**config.mk**
```make
export PLATFORM = sky130hd
export DESIGN_NAME = supply_regulator_setting_control
export DESIGN_NICKNAME = d
export VERILOG_FILES = /design/src/logic/supply_regulator_pkg.sv /design/src/logic/rail_level_decode.sv /design/src/logic/supply_regulator_setting_control.sv
export VERILOG_INCLUDE_DIRS = /design/src /design/src/logic
export SDC_FILE = /design/constraint.sdc
export NUM_CORES = 1
export LEC_CHECK = 0
export BUFFER_PORTS_ARGS = -buffer_cell sky130_fd_sc_hd__buf_2
export CAP_MARGIN = 25
export CORE_MARGIN = 5
export CORE_UTILIZATION = 58
export CTS_BUF_LIST = sky130_fd_sc_hd__clkbuf_4 sky130_fd_sc_hd__clkbuf_8
export DETAILED_ROUTE_END_ITERATION = 10
export GPL_TIMING_DRIVEN = 0
export MAX_ROUTING_LAYER = met4
export PLACE_DENSITY = 0.81
export SLEW_MARGIN = 20
export SYNTH_ARGS = -nofsm -noshare
export SYNTH_HDL_FRONTEND = slang
export SYNTH_HIERARCHICAL = 1
export SYNTH_SLANG_ARGS = --single-unit
```
**constraint.sdc**
```tcl
create_clock -name host_clock_output -period 2.6 [get_ports host_clock_output]
set_input_delay 0.52 -clock host_clock_output [delete_from_list [all_inputs] [get_ports host_clock_output]]
set_output_delay 0.52 -clock host_clock_output [all_outputs]
set_load 0.1 [all_outputs]
```
**src/logic/supply_regulator_params.svh**
```systemverilog
`ifndef SUPPLY_REGULATOR_PARAMS_SVH
`define SUPPLY_REGULATOR_PARAMS_SVH
// register offsets
`define SUPPLY_MODE_POWER_CONTROL_OFS 8'h00
`define SUPPLY_LEVEL_CONTROL_OFS 8'h0b
// field positions
`define SUPPLY_MODE_BIT 0
`define AUTO_MODE_BIT 7
// reset values: 5-V configuration, automatic mode
`define SUPPLY_MODE_POWER_CONTROL_RST 8'h01
`define SUPPLY_LEVEL_CONTROL_RST 8'h80
// level codes in 100 mV units
`define LEVEL_5V0 6'h32
`define LEVEL_4V3 6'h2b
`define LEVEL_3V4 6'h22
`define LEVEL_2V7 6'h1b
`define DELTA_400MV 6'h04
// settling time of the automatic routine
`define SETTLE_TIME_NS 1000
`define SETTLE_CYCLES ((`SETTLE_TIME_NS + 24) / 25)
`endif

```
**src/logic/supply_regulator_pkg.sv**
```systemverilog
package supply_regulator_pkg;
	typedef enum logic [2:0] {
		ST_IDLE = 3'b001,
		ST_MEASURE = 3'b010,
		ST_SETTLE = 3'b100
	} auto_state_t;
	typedef logic [5:0] level_t;
endpackage

```
**src/logic/rail_level_decode.sv**
```systemverilog
`timescale 1ns/1ps
`include "supply_regulator_params.svh"
module rail_level_decode
	import supply_regulator_pkg::*;
(
	// selection
	input wire logic supply_5v,
	input wire logic [2:0] code,
	// levels
	output level_t amp_level,
	output level_t ana_level
);
	// manual table for both supply configurations
	always_comb begin
		if (supply_5v) begin
			amp_level = level_t'(`LEVEL_4V3 + {3'h0, code});
			ana_level = `LEVEL_3V4;
		end else begin
			amp_level = level_t'(`LEVEL_2V7 + {3'h0, code});
			ana_level = amp_level;
		end
	end
endmodule // rail_level_decode

```
**src/logic/supply_regulator_setting_control.sv**
```systemverilog
`timescale 1ns/1ps
`include "supply_regulator_params.svh"
module supply_regulator_setting_control
	import supply_regulator_pkg::*;
(
	// clock and reset
	input wire logic host_clock_output,
	input wire logic rst_b,
	// register port
	input wire logic reg_wr,
	input wire logic reg_rd,
	input wire logic [7:0] reg_addr,
	input wire logic [7:0] reg_wdata,
	output logic [7:0] reg_rdata,
	// pins and measurement
	input wire logic chip_activate,
	input wire logic [5:0] vin_level,
	// regulator and oscillator controls
	output logic regulators_on,
	output logic osc_run,
	output logic host_clock_output_en,
	output logic [5:0] amplifier_rail,
	output logic [5:0] analog_rail,
	output logic [5:0] digital_rail,
	output logic auto_busy
);
	// settle length in clocks, rounded up so the rails always get the full time
	localparam int SETTLE_N = `SETTLE_CYCLES;

	// register images
	logic [7:0] mode_ctl_ff;
	logic [7:0] level_ctl_ff;
	// pin synchronisers and activation edge
	logic act_s1_ff, act_s2_ff, act_prev_ff;
	logic act_rise;
	// automatic routine
	logic auto_start;
	logic level_wr;
	auto_state_t state_ff;
	logic [15:0] settle_cnt_ff;
	level_t vin_s1_ff, vin_s2_ff;
	level_t auto_amp_ff, auto_ana_ff;
	level_t nxt_auto_amp, nxt_auto_ana, vin_minus;
	// manual table results
	level_t man_amp, man_ana;
	// mode and read path
	logic auto_mode;
	logic [7:0] nxt_rdata;

	// manual/automatic choice comes straight from the stored bit
	assign auto_mode = level_ctl_ff[`AUTO_MODE_BIT];

	// pin synchronisers; input level may change between edges
	always_ff @(posedge host_clock_output) begin
		if (!rst_b) begin
			act_s1_ff <= 1'b0;
			act_s2_ff <= 1'b0;
			act_prev_ff <= 1'b0;
			vin_s1_ff <= '0;
			vin_s2_ff <= '0;
		end else begin
			act_s1_ff <= chip_activate;
			act_s2_ff <= act_s1_ff;
			act_prev_ff <= act_s2_ff;
			vin_s1_ff <= vin_level;
			vin_s2_ff <= vin_s1_ff;
		end
	end

	// register writes
	always_ff @(posedge host_clock_output) begin
		if (!rst_b) begin
			level_ctl_ff <= `SUPPLY_LEVEL_CONTROL_RST;
			mode_ctl_ff <= `SUPPLY_MODE_POWER_CONTROL_RST;
		end else if (reg_wr) begin
			if (reg_addr == `SUPPLY_MODE_POWER_CONTROL_OFS) begin
				mode_ctl_ff <= reg_wdata;
			end else if (reg_addr == `SUPPLY_LEVEL_CONTROL_OFS) begin
				level_ctl_ff <= reg_wdata;
			end
		end
	end

	// activation edge seen in the same clock that the synchronised level rises
	assign act_rise = act_s2_ff && !act_prev_ff;
	// write strobe aimed at the level register
	assign level_wr = reg_wr && (reg_addr == `SUPPLY_LEVEL_CONTROL_OFS);

	// auto bit rising edge, or activation edge while in automatic mode
	// judged against the stored bit, so writing 1 over 1 does nothing
	assign auto_start = (act_rise && auto_mode)
		|| (level_wr && reg_wdata[`AUTO_MODE_BIT] && !auto_mode);

	always_comb begin
		vin_minus = (vin_s2_ff > `DELTA_400MV) ? level_t'(vin_s2_ff - `DELTA_400MV) : '0;
		nxt_auto_amp = (vin_minus > `LEVEL_5V0) ? `LEVEL_5V0 : vin_minus;
		nxt_auto_ana = (vin_minus > `LEVEL_3V4) ? `LEVEL_3V4 : vin_minus;
	end

	// automatic routine: sample input then hold result while rails settle
	always_ff @(posedge host_clock_output) begin
		if (!rst_b) begin
			state_ff <= ST_IDLE;
			settle_cnt_ff <= '0;
			auto_amp_ff <= `LEVEL_5V0;
			auto_ana_ff <= `LEVEL_3V4;
		end else begin
			case (state_ff)
				ST_IDLE: begin
					if (auto_start) begin
						state_ff <= ST_MEASURE;
					end
				end
				ST_MEASURE: begin
					auto_amp_ff <= nxt_auto_amp;
					auto_ana_ff <= nxt_auto_ana;
					settle_cnt_ff <= 16'(SETTLE_N - 1);
					state_ff <= ST_SETTLE;
				end
				ST_SETTLE: begin
					// restart while settling
					// a new request is not lost while settling, but one arriving in ST_MEASURE is dropped
					if (auto_start) begin
						state_ff <= ST_MEASURE;
					end else if (settle_cnt_ff == '0) begin
						state_ff <= ST_IDLE;
					end else begin
						settle_cnt_ff <= settle_cnt_ff - 16'h0001;
					end
				end
				default: begin
					state_ff <= ST_IDLE;
				end
			endcase
		end
	end

	rail_level_decode u_decode (
		.supply_5v(mode_ctl_ff[`SUPPLY_MODE_BIT]),
		.code(level_ctl_ff[2:0]),
		.amp_level(man_amp),
		.ana_level(man_ana)
	);

	// rail outputs registered to avoid glitching the analog trims
	always_ff @(posedge host_clock_output) begin
		if (!rst_b) begin
			amplifier_rail <= `LEVEL_5V0;
			analog_rail <= `LEVEL_3V4;
			digital_rail <= `LEVEL_3V4;
		end else if (auto_mode) begin
			amplifier_rail <= auto_amp_ff;
			analog_rail <= auto_ana_ff;
			digital_rail <= auto_ana_ff;
		end else begin
			amplifier_rail <= man_amp;
			analog_rail <= man_ana;
			digital_rail <= man_ana;
		end
	end

	always_ff @(posedge host_clock_output) begin
		if (!rst_b) begin
			regulators_on <= 1'b0;
			osc_run <= 1'b0;
			host_clock_output_en <= 1'b0;
		end else begin
			regulators_on <= act_s2_ff;
			osc_run <= act_s2_ff;
			host_clock_output_en <= act_s2_ff;
		end
	end

	// busy straight from the state so it rises with the routine, no extra lag
	assign auto_busy = (state_ff != ST_IDLE);

	// read data; unmapped offsets read zero
	always_comb begin
		if (reg_addr == `SUPPLY_MODE_POWER_CONTROL_OFS) begin
			nxt_rdata = mode_ctl_ff;
		end else if (reg_addr == `SUPPLY_LEVEL_CONTROL_OFS) begin
			nxt_rdata = level_ctl_ff;
		end else begin
			nxt_rdata = 8'h00;
		end
	end

	// read data captured on the strobe and held until the next read
	always_ff @(posedge host_clock_output) begin
		if (!rst_b) begin
			reg_rdata <= 8'h00;
		end else if (reg_rd) begin
			reg_rdata <= nxt_rdata;
		end
	end
endmodule // supply_regulator_setting_control

```
After elaboration in Yosys (flattened, before gate mapping)

Cells that the tools add are included.

Flip-flop bits (word level): 82
ROM bits: 0
Bits in writable memories: 0
Memories: 0
Bits in latches: 0

Bitwise gates (word level): 1
Add/sub/neg operators: 4
Reduce and logical (&&, ||, !) cells: 15
Mux-type cells: 16
Div/mod/pow operators: 0
$mul: 0
Shifts and indexed selects: 0
Equal/unequal tests: 9
Order comparisons: 3

Operators by type and width:

| kind                    | number |
|---|---|
| $mux W6                 | 7 |
| $mux W16                | 2 |
| $pmux W16 S2            | 1 |
| $logic_not A16 Y1       | 1 |
| $mux W8                 | 2 |
| $sub A16 B1 Y16 const B | 1 |
| $gt A6 B6 Y1 const B    | 2 |
| $mux W3                 | 3 |
| $pmux W3 S3             | 1 |
| $eq A8 B4 Y1 const B    | 1 |
| $logic_not A8 Y1        | 1 |
| $add A5 B3 Y6 const A   | 1 |
| $add A6 B3 Y6 const A   | 1 |
| $gt A6 B3 Y1 const B    | 1 |
| $ne A2 B2 Y1 const B    | 3 |
| $reduce_and A3 Y1       | 2 |
| $sub A6 B3 Y6 const B   | 1 |
| $logic_and A1 B1 Y1     | 5 |
| $reduce_and A2 Y1       | 2 |
| $eq A3 B1 Y1 const B    | 1 |
| $eq A3 B2 Y1 const B    | 1 |
| $eq A3 B3 Y1 const B    | 1 |
| $ne A3 B1 Y1 const B    | 1 |
| $ne A3 B3 Y1 const B    | 1 |
| 4 further kinds         | 5 |

Logic depth before layout (Yosys ltp)

Gate-level depths: netlist of run 1.

Depth after elaboration: 7
Gate-level depth with buffers: 9

Cells and area by module

Netlist of run 1, hierarchy kept.

By module, submodules not included:

| module                           | instances | area each (µm²) | sequential area each (µm²) | cells an instance |
|---|---|---|---|---|
| supply_regulator_setting_control | 1         | 3498.4          | 1641.6                     | 381 |
| rail_level_decode                | 1         | 111.4           | 0.0                        | 19 |

Least setup slack after synthesis of run 1

OpenSTA, ideal clock, no wires.

Path kind: reg-to-output
From: reg, netlist name host_clock_output_en
To: out settle_cnt_ff[11]
Path slack: 0.531 ns
Cell stages (with the launch flop): 5
Setup time: 0.072 ns
Path buffers: 1
Arrival time: 1.998 ns
Cell sequence: dfxtp_1 -> o32ai_2 -> buf_6 -> nor4_1 -> mux2i_1

RTL lines:

| item      | line                                   | source |
|---|---|---|
| to (decl) | supply_regulator_setting_control.sv:40 | `logic [15:0] settle_cnt_ff;` |

==> results of run 1 <==
-- kinds of logic (layout without fill, tap and decap cells) --
kind of cell	count (synthesis)	in the layout
simple gates	162	162
fa+ha+maj	7	7
mux	29	29
flops	82	82
buf+inv	48	119
compound gates	70	70
xor+xnor	2	2
-- Yosys cell counts (3+ instances only) --
cell      instances
dfxtp_1          82
nor2_1           60
nand2_1          30
mux2i_1          29
inv_1            20
and2_1           18
a21oi_1          17
clkbuf_1         12
a22oi_1          10
buf_4            10
o21ai_0           9
ha_1              7
nor4_1            7
nor3_1            5
or3_1             5
a31oi_1           4
nand4_1           4
nor2b_1           4
o31ai_1           4
or4_1             4
a211oi_1          3
a31o_1            3
buf_2             3
nand2b_1          3
nand3_1           3
nor3b_1           3
o311a_1           3
o31a_1            3
or2_2             3
-- critical path, cell delays in order --
cell and delay, ns:
buf_2 0.09, nor3_1 0.30, nand4_1 0.22, o32ai_2 0.55
nor2_1 0.29, o311a_1 0.35
-- power breakdown --
part / switching, mW / internal, mW / total, mW
clock: 0.486 / 0.355 / 0.841
combinational: 0.0880 / 0.0465 / 0.134
sequential: 0.00936 / 1.27 / 1.28
-- worst paths after layout --
kind                                          to             start  cells after the start  slack (ns)
worst min register to register      vin_s2_ff[4]      vin_s1_ff[4]                      1        0.43
worst max register to register  settle_cnt_ff[1]  settle_cnt_ff[4]                      5        0.57
worst min-delay path                   act_s1_ff     chip_activate                      2        0.37
worst max-delay path            settle_cnt_ff[1]       reg_addr[4]                      6        0.52
-- flip-flops by register name, indices dropped and copies added, names as in the netlist --
signal	flops
act_s1_ff	1
settle_cnt_ff	16
vin_s2_ff	6
amplifier_rail	6
level_ctl_ff	8
mode_ctl_ff	8
act_s2_ff	1
digital_rail	6
reg_rdata	8
auto_amp_ff	6
vin_s1_ff	6
host_clock_output_en	1
state_ff	3
auto_ana_ff	6
-- per-layer routing --
| metal | global-route usage | share of wire | up-vias |
|---|---|---|---|
| met2 | 0.347 | 0.46 | 101 |
| met5 | - | 0 | - |
| met4 | 0.0865 | 0.016 | 0 |
| met3 | 0.0535 | 0.075 | 16 |
| met1 | 0.292 | 0.45 | 1396 |
| li1 | - | - | 1526 |
-- area by class of cell --
class	count	area share
timing repair buffer	55	0.0662
clock buffer	9	0.0298
clock inverter	7	0.0129
sequential	82	0.395
buffer	28	0.0370
multi-input combinational	270	0.418
inverter	20	0.0181
tap	75	0.0226
-- per-stage QoR --
stage                util  instances  hold WS, ns
floorplan               -        400        0.406
finish              0.694        546        0.366
global placement    0.664        530        0.410
CTS                 0.694        546        0.355
detailed placement  0.664        530        0.414
global route        0.694        546        0.355
==> metrics.md, run 1 <==
| Metric | Value |
|---|---|
| CTS buffer count | 9 |
| Final worst path period need | 2.08 ns |
| Worst Tran Pin Value | 0.767 ns |
| Final setup TNS | 0 ns |
| Worst Hold Class | input pin to register |
| Max-cap violation count | 0 |
| Drt wl/cell | 14.6 microns |
| CTS tree | built |
| Main combinational cell family by area after synthesis | simple AND/OR/NAND/NOR gates |
| Largest net degree at the start of global routing | 16 |
| CTS resizes | 0 |
| Hold-fix buffers at CTS | 0 |
| Post-CTS setup buffer count | 0 |
| # fillers | 465 |
| Mux share of post-synthesis cell area | 0.0804 |
| Clk buf depth | 2 |
| Final instance area | 0.00416 sq mm |
| Nets | 500 |
| Status | completed |
| Vias after detailed routing | 3039 |
| Die Wd | 88.9 microns |
| Compound-gate portion of the synthesized area | 0.137 |
| FF/Latch Area | 0.00164 sq mm |
| Leakage Power | 1.90 nW |
| WP data required | 2.84 ns |
| Worst skew pair latency | 0.35 ns |
| Highest Clock Rate | 480 MHz |
| PD cells | 542 mW/mm^2 |
| Syn Std Cell Area | 0.00361 sq mm |
| Syn Inst Count | 400 |
| Synth Area in Adders | 0.0243 |
| H-tree depth | 3 |
| Post-synth top area cell | dfxtp_1 |
| I/O Buffers | 55 |
| DRC viols | 0 |
| Final slew viol count | 0 |
| Area after DPL | 0.00398 sq mm |
| Routed WL | 7.99 mm |
| Gpl congestion | 0.894 |
| Initial core utilization | 0.603 |
| Clock Tree Root | clkbuf_8 |
| Synth Flop Type | dfxtp_1 |
| Detailed Routing Iterations Pass 1 | 5 |
| Max-Slew Margin vs Limit | 0.487 |
| GRT Total Usage | 0.227 |
| Final Cycle Share | 0.801 |
| Max VDD drop | 0.438 mV |
| Leading cell types by total area after synthesis | dfxtp_1, mux2i_1, nor2_1 |
| Die ar. | 0.00790 sq mm |
| Area added between synthesis and finish | 15.1% |
| Simple-Gate Fraction of Synth Area | 0.236 |
| # diodes | 0 |
| Multi-input logic area | 0.00174 sq mm |
| Synth Net Count | 434 |
| Post-synth top area share | 0.455 |
| Synth cell types | 57 |
| Flops & latches, synth | 82 |
| Post-DP HPWL | 5.75 mm |
| Yosys warning total | 6 |
| Final setup margin | 0.519 ns |
| CP Launch Type | input pin |
| Reg clk slew, reported paths | 0.09 ns |
| Fin. Hold Viols | 0 |
| Drt initial violations | 112 |
| Most frequent cells in the layout | dfxtp_1, nor2_1, buf_2 |
| Num rows | 28 |
| Post-DRT Antenna Nets | 0 |
| First-pass GRT wire length | 13.6 mm |
| Avg Inst Size Synth | 9.02 sq um |
| Via count of the first global-routing pass | 2929 |
| Initial antenna violation count | 0 |
| Vias per Instance | 5.57 |
| Worst Path Max Fanout | 9 |
| Worst slack, placed | 0.138 ns |
| Core area | 0.00599 sq mm |
| Pwr Total | 2.25 mW |
| Most common cell after layout, fill and taps aside | dfxtp_1 |
| Die height | 88.9 microns |
| Final setup violating endpoints | 0 |
| CTS Sinks | 82 |
| GRT overflow | 0 |
| Crit path DAT | 2.32 ns |
| EDFF count, synth | 0 |
| Sequential area share after synthesis | 0.455 |
| Clk_skew | 0.00874 ns |
| Crit Path Category | input pin to register |
| RSZ-0062 raised after global routing | no |
| Ports | 57 |
| Post-synthesis async set-or-reset flop share | 0 |
| Worst Setup End Kind | register |
| Xor/xnor cell area share of the yosys netlist | 0.00485 |
| Share of cells above drive strength 1 | 0.212 |
Power figures use the tool's default switching activity.
==> run 2: changes to the inputs <==
--- a/config.mk
+++ b/config.mk
@@ -9,12 +9,12 @@
 export BUFFER_PORTS_ARGS = -buffer_cell sky130_fd_sc_hd__buf_2
 export CAP_MARGIN = 25
 export CORE_MARGIN = 5
-export CORE_UTILIZATION = 58
+export CORE_UTILIZATION = 53
 export CTS_BUF_LIST = sky130_fd_sc_hd__clkbuf_4 sky130_fd_sc_hd__clkbuf_8
 export DETAILED_ROUTE_END_ITERATION = 10
 export GPL_TIMING_DRIVEN = 0
 export MAX_ROUTING_LAYER = met4
-export PLACE_DENSITY = 0.81
+export PLACE_DENSITY = 0.78
 export SLEW_MARGIN = 20
 export SYNTH_ARGS = -nofsm -noshare
 export SYNTH_HDL_FRONTEND = slang
==> constraint.sdc (replaced) <==
create_clock -name host_clock_output -period 1.9 [get_ports host_clock_output]
set_input_delay 0.38 -clock host_clock_output [delete_from_list [all_inputs] [get_ports host_clock_output]]
set_output_delay 0.38 -clock host_clock_output [all_outputs]
set_load 0.1 [all_outputs]
==> run 2 against run 1 <==
Net effect: the flow now finishes with violations (setup timing); register-to-register slack worse by 0.59 ns; first-iteration DRC count up 63%; sequential power rose by 36%; cell count is 2.6% higher; via count is 1.2% higher; non-clock buffer count grew 9; flip-flop and latch count is the same; design area up 3.8%; critical endpoint is now settle_cnt_ff[11]; largest cell class unchanged; highest routed layer unchanged; combinational power rose by 40%.
==> metrics.md, run 2 (synthesis results as in run 1) <==
| Metric | Value |
|---|---|
| Status | finished, violations left |
| Violated checks | setup timing |
| H-tree depth | 3 |
| CP Launch Type | register |
| Post-DP HPWL | 5.62 mm |
| Worst Tran Pin Value | 0.724 ns |
| Worst Setup End Kind | register |
| Max-Slew Margin vs Limit | 0.516 |
| Crit-path max cell delay | 0.40 ns |
| Worst Hold Class | input pin to register |
| First-pass GRT wire length | 13.0 mm |
| Gpl congestion | 0.907 |
| Share of cells above drive strength 1 | 0.263 |
| Reg clk slew, reported paths | 0.09 ns |
| Final instance area | 0.00431 sq mm |
| CTS buffer count | 9 |
| CTS Sinks | 82 |
| Largest register by flop count | settle_cnt_ff |
| Nets | 509 |
| Max stage delay cell, worst path | or3_4 |
| R2r setup slk | -0.02 ns |
| RSZ-0062 raised after global routing | yes |
| Vias after detailed routing | 3075 |
| Fin. Hold Viols | 0 |
| Crit Path Category | register to register |
| Hold_ws | 0.227 ns |
| I/O Buffers | 55 |
| Final slew viol count | 0 |
| # fillers | 557 |
| Drt initial violations | 183 |
| Hold-fix buffers at CTS | 0 |
| Final setup margin | -0.0239 ns |
| Hold path cells | 2 |
| Clk buf depth | 2 |
| Max VDD drop | 0.542 mV |
| Core area | 0.00672 sq mm |
| Ports | 57 |
| Most common cell after layout, fill and taps aside | dfxtp_1 |
| Worst Path Max Fanout | 3 |
| Drt wl/cell | 14.2 microns |
| Clock Tree Root | clkbuf_8 |
| CTS tree | built |
| # diodes | 0 |
| Hold_sp | chip_activate |
| Worst skew pair latency | 0.36 ns |
| CP cell instances | or3_4, nor4_4, buf_4, buf_4, inv_1, nor4_1, mux2i_1 |
| Initial core utilization | 0.537 |
| Largest net degree at the start of global routing | 16 |
| Highest Clock Rate | 520 MHz |
| Crit path DAT | 2.21 ns |
| Area added between synthesis and finish | 19.5% |
| Launching point of the worst reg2reg path | settle_cnt_ff[5] |
| Initial antenna violation count | 0 |
| Die Wd | 92.5 microns |
| Clk_skew | 0.00829 ns |
| Final setup violating endpoints | 3 |
| Max-cap violation count | 0 |
| Most frequent cells in the layout | dfxtp_1, nor2_1, buf_2 |
| Via count of the first global-routing pass | 2804 |
| Largest register FFs | 16 |
| Detailed Routing Iterations Pass 1 | 4 |
| Crit-path most repeated cell | buf_4 |
| PD cells | 724 mW/mm^2 |
| GRT overflow | 0 |
| Routed WL | 7.93 mm |
| Die height | 92.5 microns |
| Post-DRT Antenna Nets | 0 |
| Die ar. | 0.00856 sq mm |
| R2R depth | 7 |
| Worst slack, placed | -0.400 ns |
| Leakage Power | 1.98 nW |
| Area after DPL | 0.00399 sq mm |
| Num rows | 30 |
| Hold Crit Endpoint | act_s1_ff |
| Core Util, Final | 0.642 |
| Final worst path period need | 1.92 ns |
| Vias per Instance | 5.49 |
| WP data required | 2.19 ns |
| Reg2reg end | settle_cnt_ff[11] |
| Final Cycle Share | 1.01 |
| GRT Total Usage | 0.193 |
| DRC viols | 0 |
[run 2: worst max-delay path by stage]
stage	cells past startpoint	from	endpoint	slack (ns)
3_3_place_gp	6	reg_addr[4]	settle_cnt_ff[1]	-0.35
2_1_floorplan	7	reg_addr[4]	settle_cnt_ff[0]	0.06
5_1_grt	6	settle_cnt_ff[5]	settle_cnt_ff[10]	-0.12
3_5_place_dp	6	reg_addr[4]	settle_cnt_ff[2]	-0.40
6_report	7	settle_cnt_ff[5]	settle_cnt_ff[11]	-0.02
4_1_cts	5	settle_cnt_ff[4]	settle_cnt_ff[14]	-0.005
[run 2: through the flow]
stage | setup TNS [ns] | power, mW | instances
after floorplan | 0 | 1.91 | 400
after detailed placement | -6.55 | 1.97 | 535
after global placement | -5.66 | 1.96 | 535
final | -0.0411 | 3.12 | 560
after global routing | -0.587 | 3.25 | 560
after CTS | -0.00545 | 3.15 | 553
[run 2: metal layers]
| metal | vias to the layer above | track usage | share of wire | routed length, microns |
|---|---|---|---|---|
| li1 | 1538 | - | - | - |
| met1 | 1445 | 0.245 | 0.46 | 3640 |
| met2 | 83 | 0.301 | 0.47 | 3720 |
| met3 | 9 | 0.0447 | 0.060 | 472 |
| met4 | 0 | 0.0730 | 0.011 | 89 |
| met5 | - | - | 0 | 0 |
[run 2: final cells by class]
type                    count  area, sq um  share of cell area
clock inverters             6         47.5              0.0110
flip-flops and latches     82         1660               0.384
inverters                  20         75.1              0.0174
repair buffers             65          350              0.0812
clock buffers              10          138              0.0319
well taps                  80          100              0.0232
plain buffers              27          159              0.0368
multi-input cells         270         1790               0.414
[run 2: critical path, delay by kind of cell (launching register included)]
kind | cells | cell delay, ns
and+or+nand+nor | 3 | 0.96
DFF | 1 | 0.36
muxes | 1 | 0.22
buffers and inverters | 3 | 0.32
[run 2: repair_timing]
action,in CTS,in global routing
buffers inserted,3,7
pin swaps,3,8
resized for setup,7,20
endpoints found under the setup margin,8,27
[run 2: report_power, final]
| group | switching, mW | total [mW] | internal [mW] | leakage, nW |
|---|---|---|---|---|
| sequential | 0.0127 | 1.74 | 1.73 | 0.668 |
| combinational | 0.122 | 0.188 | 0.0658 | 1.22 |
| clock | 0.667 | 1.19 | 0.524 | 0.0937 |
==> run 3: changes to the inputs <==
==> constraint.sdc (replaced) <==
create_clock -name host_clock_output -period 1.9 [get_ports host_clock_output]
set_input_delay 0.095 -clock host_clock_output [delete_from_list [all_inputs] [get_ports host_clock_output]]
set_output_delay 0.095 -clock host_clock_output [all_outputs]
set_load 0.1 [all_outputs]
==> run 3 against run 2 <==
Net effect: the run now ends clean; non-clock buffer count rose by 11; combinational power grew 11%; cell count up 2.0%; largest power group unchanged.
==> metrics.md, run 3 (synthesis results as in run 1) <==
| Metric | Value |
|---|---|
| Drt wl/cell | 14.2 microns |
| Crit path launch | settle_cnt_ff[13] |
| Worst Setup End Kind | register |
| Max-Slew Margin vs Limit | 0.511 |
| Die height | 92.5 microns |
| Vias after detailed routing | 3111 |
| Worst Hold Class | input pin to register |
| Clk_skew | 0.0111 ns |
| CTS buffer count | 9 |
| Reg2reg end | settle_cnt_ff[5] |
| CP Launch Type | register |
| Final setup violating endpoints | 0 |
| Max VDD drop | 0.544 mV |
| Crit path DAT | 2.13 ns |
| Vias per Instance | 5.45 |
| CTS tree | built |
| PD cells | 714 mW/mm^2 |
| Worst Tran Pin Value | 0.731 ns |
| WP data required | 2.15 ns |
| Share of cells above drive strength 1 | 0.251 |
| Routed WL | 8.09 mm |
| # diodes | 0 |
| Max-cap violation count | 0 |
| First-pass GRT wire length | 13.4 mm |
| Leakage Power | 2.02 nW |
| Final slew viol count | 0 |
| R2r setup slk | 0.02 ns |
| I/O Buffers | 55 |
| Ports | 57 |
| Gpl congestion | 0.907 |
| Hold_sp | reg_wdata[7] |
| Detailed Routing Iterations Pass 1 | 4 |
| GRT Total Usage | 0.200 |
| Clock Tree Root | clkbuf_8 |
| Worst Path Max Fanout | 5 |
| Final instance area | 0.00442 sq mm |
| Largest net degree at the start of global routing | 16 |
| R2R depth | 6 |
| Most frequent cells in the layout | dfxtp_1, nor2_1, buf_2 |
| H-tree depth | 3 |
| Post-DP HPWL | 5.62 mm |
| Largest register FFs | 16 |
| Fin. Hold Viols | 0 |
| Final worst path period need | 1.88 ns |
| Die Wd | 92.5 microns |
| Launching point of the worst reg2reg path | settle_cnt_ff[13] |
| Num rows | 30 |
| DRC viols | 0 |
| Initial antenna violation count | 0 |
| Most common cell after layout, fill and taps aside | dfxtp_1 |
| Core area | 0.00672 sq mm |
| Final Cycle Share | 0.991 |
| Hold path cells | 3 |
| Reg clk slew, reported paths | 0.08 ns |
| Initial core utilization | 0.537 |
| Status | completed |
| Via count of the first global-routing pass | 2887 |
| Hold Crit Endpoint | level_ctl_ff[7] |
| GRT overflow | 0 |
| Area added between synthesis and finish | 22.3% |
| Area after DPL | 0.00399 sq mm |
| Final setup TNS | 0 ns |
| Highest Clock Rate | 531 MHz |
| Drt initial violations | 173 |
| Die ar. | 0.00856 sq mm |
| Post-DRT Antenna Nets | 0 |
| Crit Path Category | register to register |
| CTS Sinks | 82 |
| Nets | 520 |
| Worst skew pair latency | 0.37 ns |
| Largest register by flop count | settle_cnt_ff |
| Clk buf depth | 2 |
| RSZ-0062 raised after global routing | yes |
==> run 3: worst max-delay path: stages, from the launching register on <==
cell,delay (ns)
dfxtp_2,0.33
or4_4,0.54
nand4b_4,0.22
nand4_1,0.20
buf_4,0.16
nor3_1,0.05
o311a_1,0.27
==> run 3: how the worst max path moves through the flow <==
stage,to,slack (ns),cells after the start
2_1_floorplan,settle_cnt_ff[0],0.12,6
3_3_place_gp,settle_cnt_ff[1],-0.06,6
3_5_place_dp,settle_cnt_ff[2],-0.12,6
4_1_cts,settle_cnt_ff[14],-0.005,5
5_1_grt,settle_cnt_ff[5],-0.05,8
6_report,settle_cnt_ff[5],0.02,6
==> run 3: stage by stage <==
stage                     hold WS [ns]  cells  total power [mW]   util  setup slack (ns)
after floorplan                  0.220    400              1.91      -             0.120
after global placement           0.300    535              1.96  0.593           -0.0640
after detailed placement         0.305    535              1.97  0.593            -0.115
after CTS                      0.00191    566              3.17  0.645          -0.00545
after global routing             0.134    571              3.28  0.657           -0.0511
final                            0.125    571              3.15  0.657            0.0171
==> run 3: layer usage <==
layer  track usage  share of wire  vias up
li1              -              -     1556
met1         0.251           0.46     1459
met2         0.317           0.47       90
met3        0.0463          0.057        6
met4        0.0693          0.011        0
met5             -              0        -
==> run 3: final cells by class <==
type                    instances  area, sq um
flip-flops and latches         82         1660
inverters                      20         75.1
well taps                      80          100
clock inverters                 6         47.5
repair buffers                 76          468
multi-input cells             270         1780
fillers                       553         2300
plain buffers                  27          153
clock buffers                  10          138
==> run 3: repair_timing <==
action                                 CTS  global route
resized for setup                        7            15
buffers inserted                         3             4
pin swaps                                3             6
setup endpoints to repair                8            25
endpoints found under the hold margin   18             1
hold buffers                            13             1
==> run 3: power by group <==
part	internal, mW	leakage (nW)	total (mW)	switching [mW]
combinational	0.0838	1.26	0.209	0.125
clock	0.524	0.0937	1.20	0.677
sequential	1.73	0.669	1.74	0.0128
total	2.34	2.02	3.15	0.815
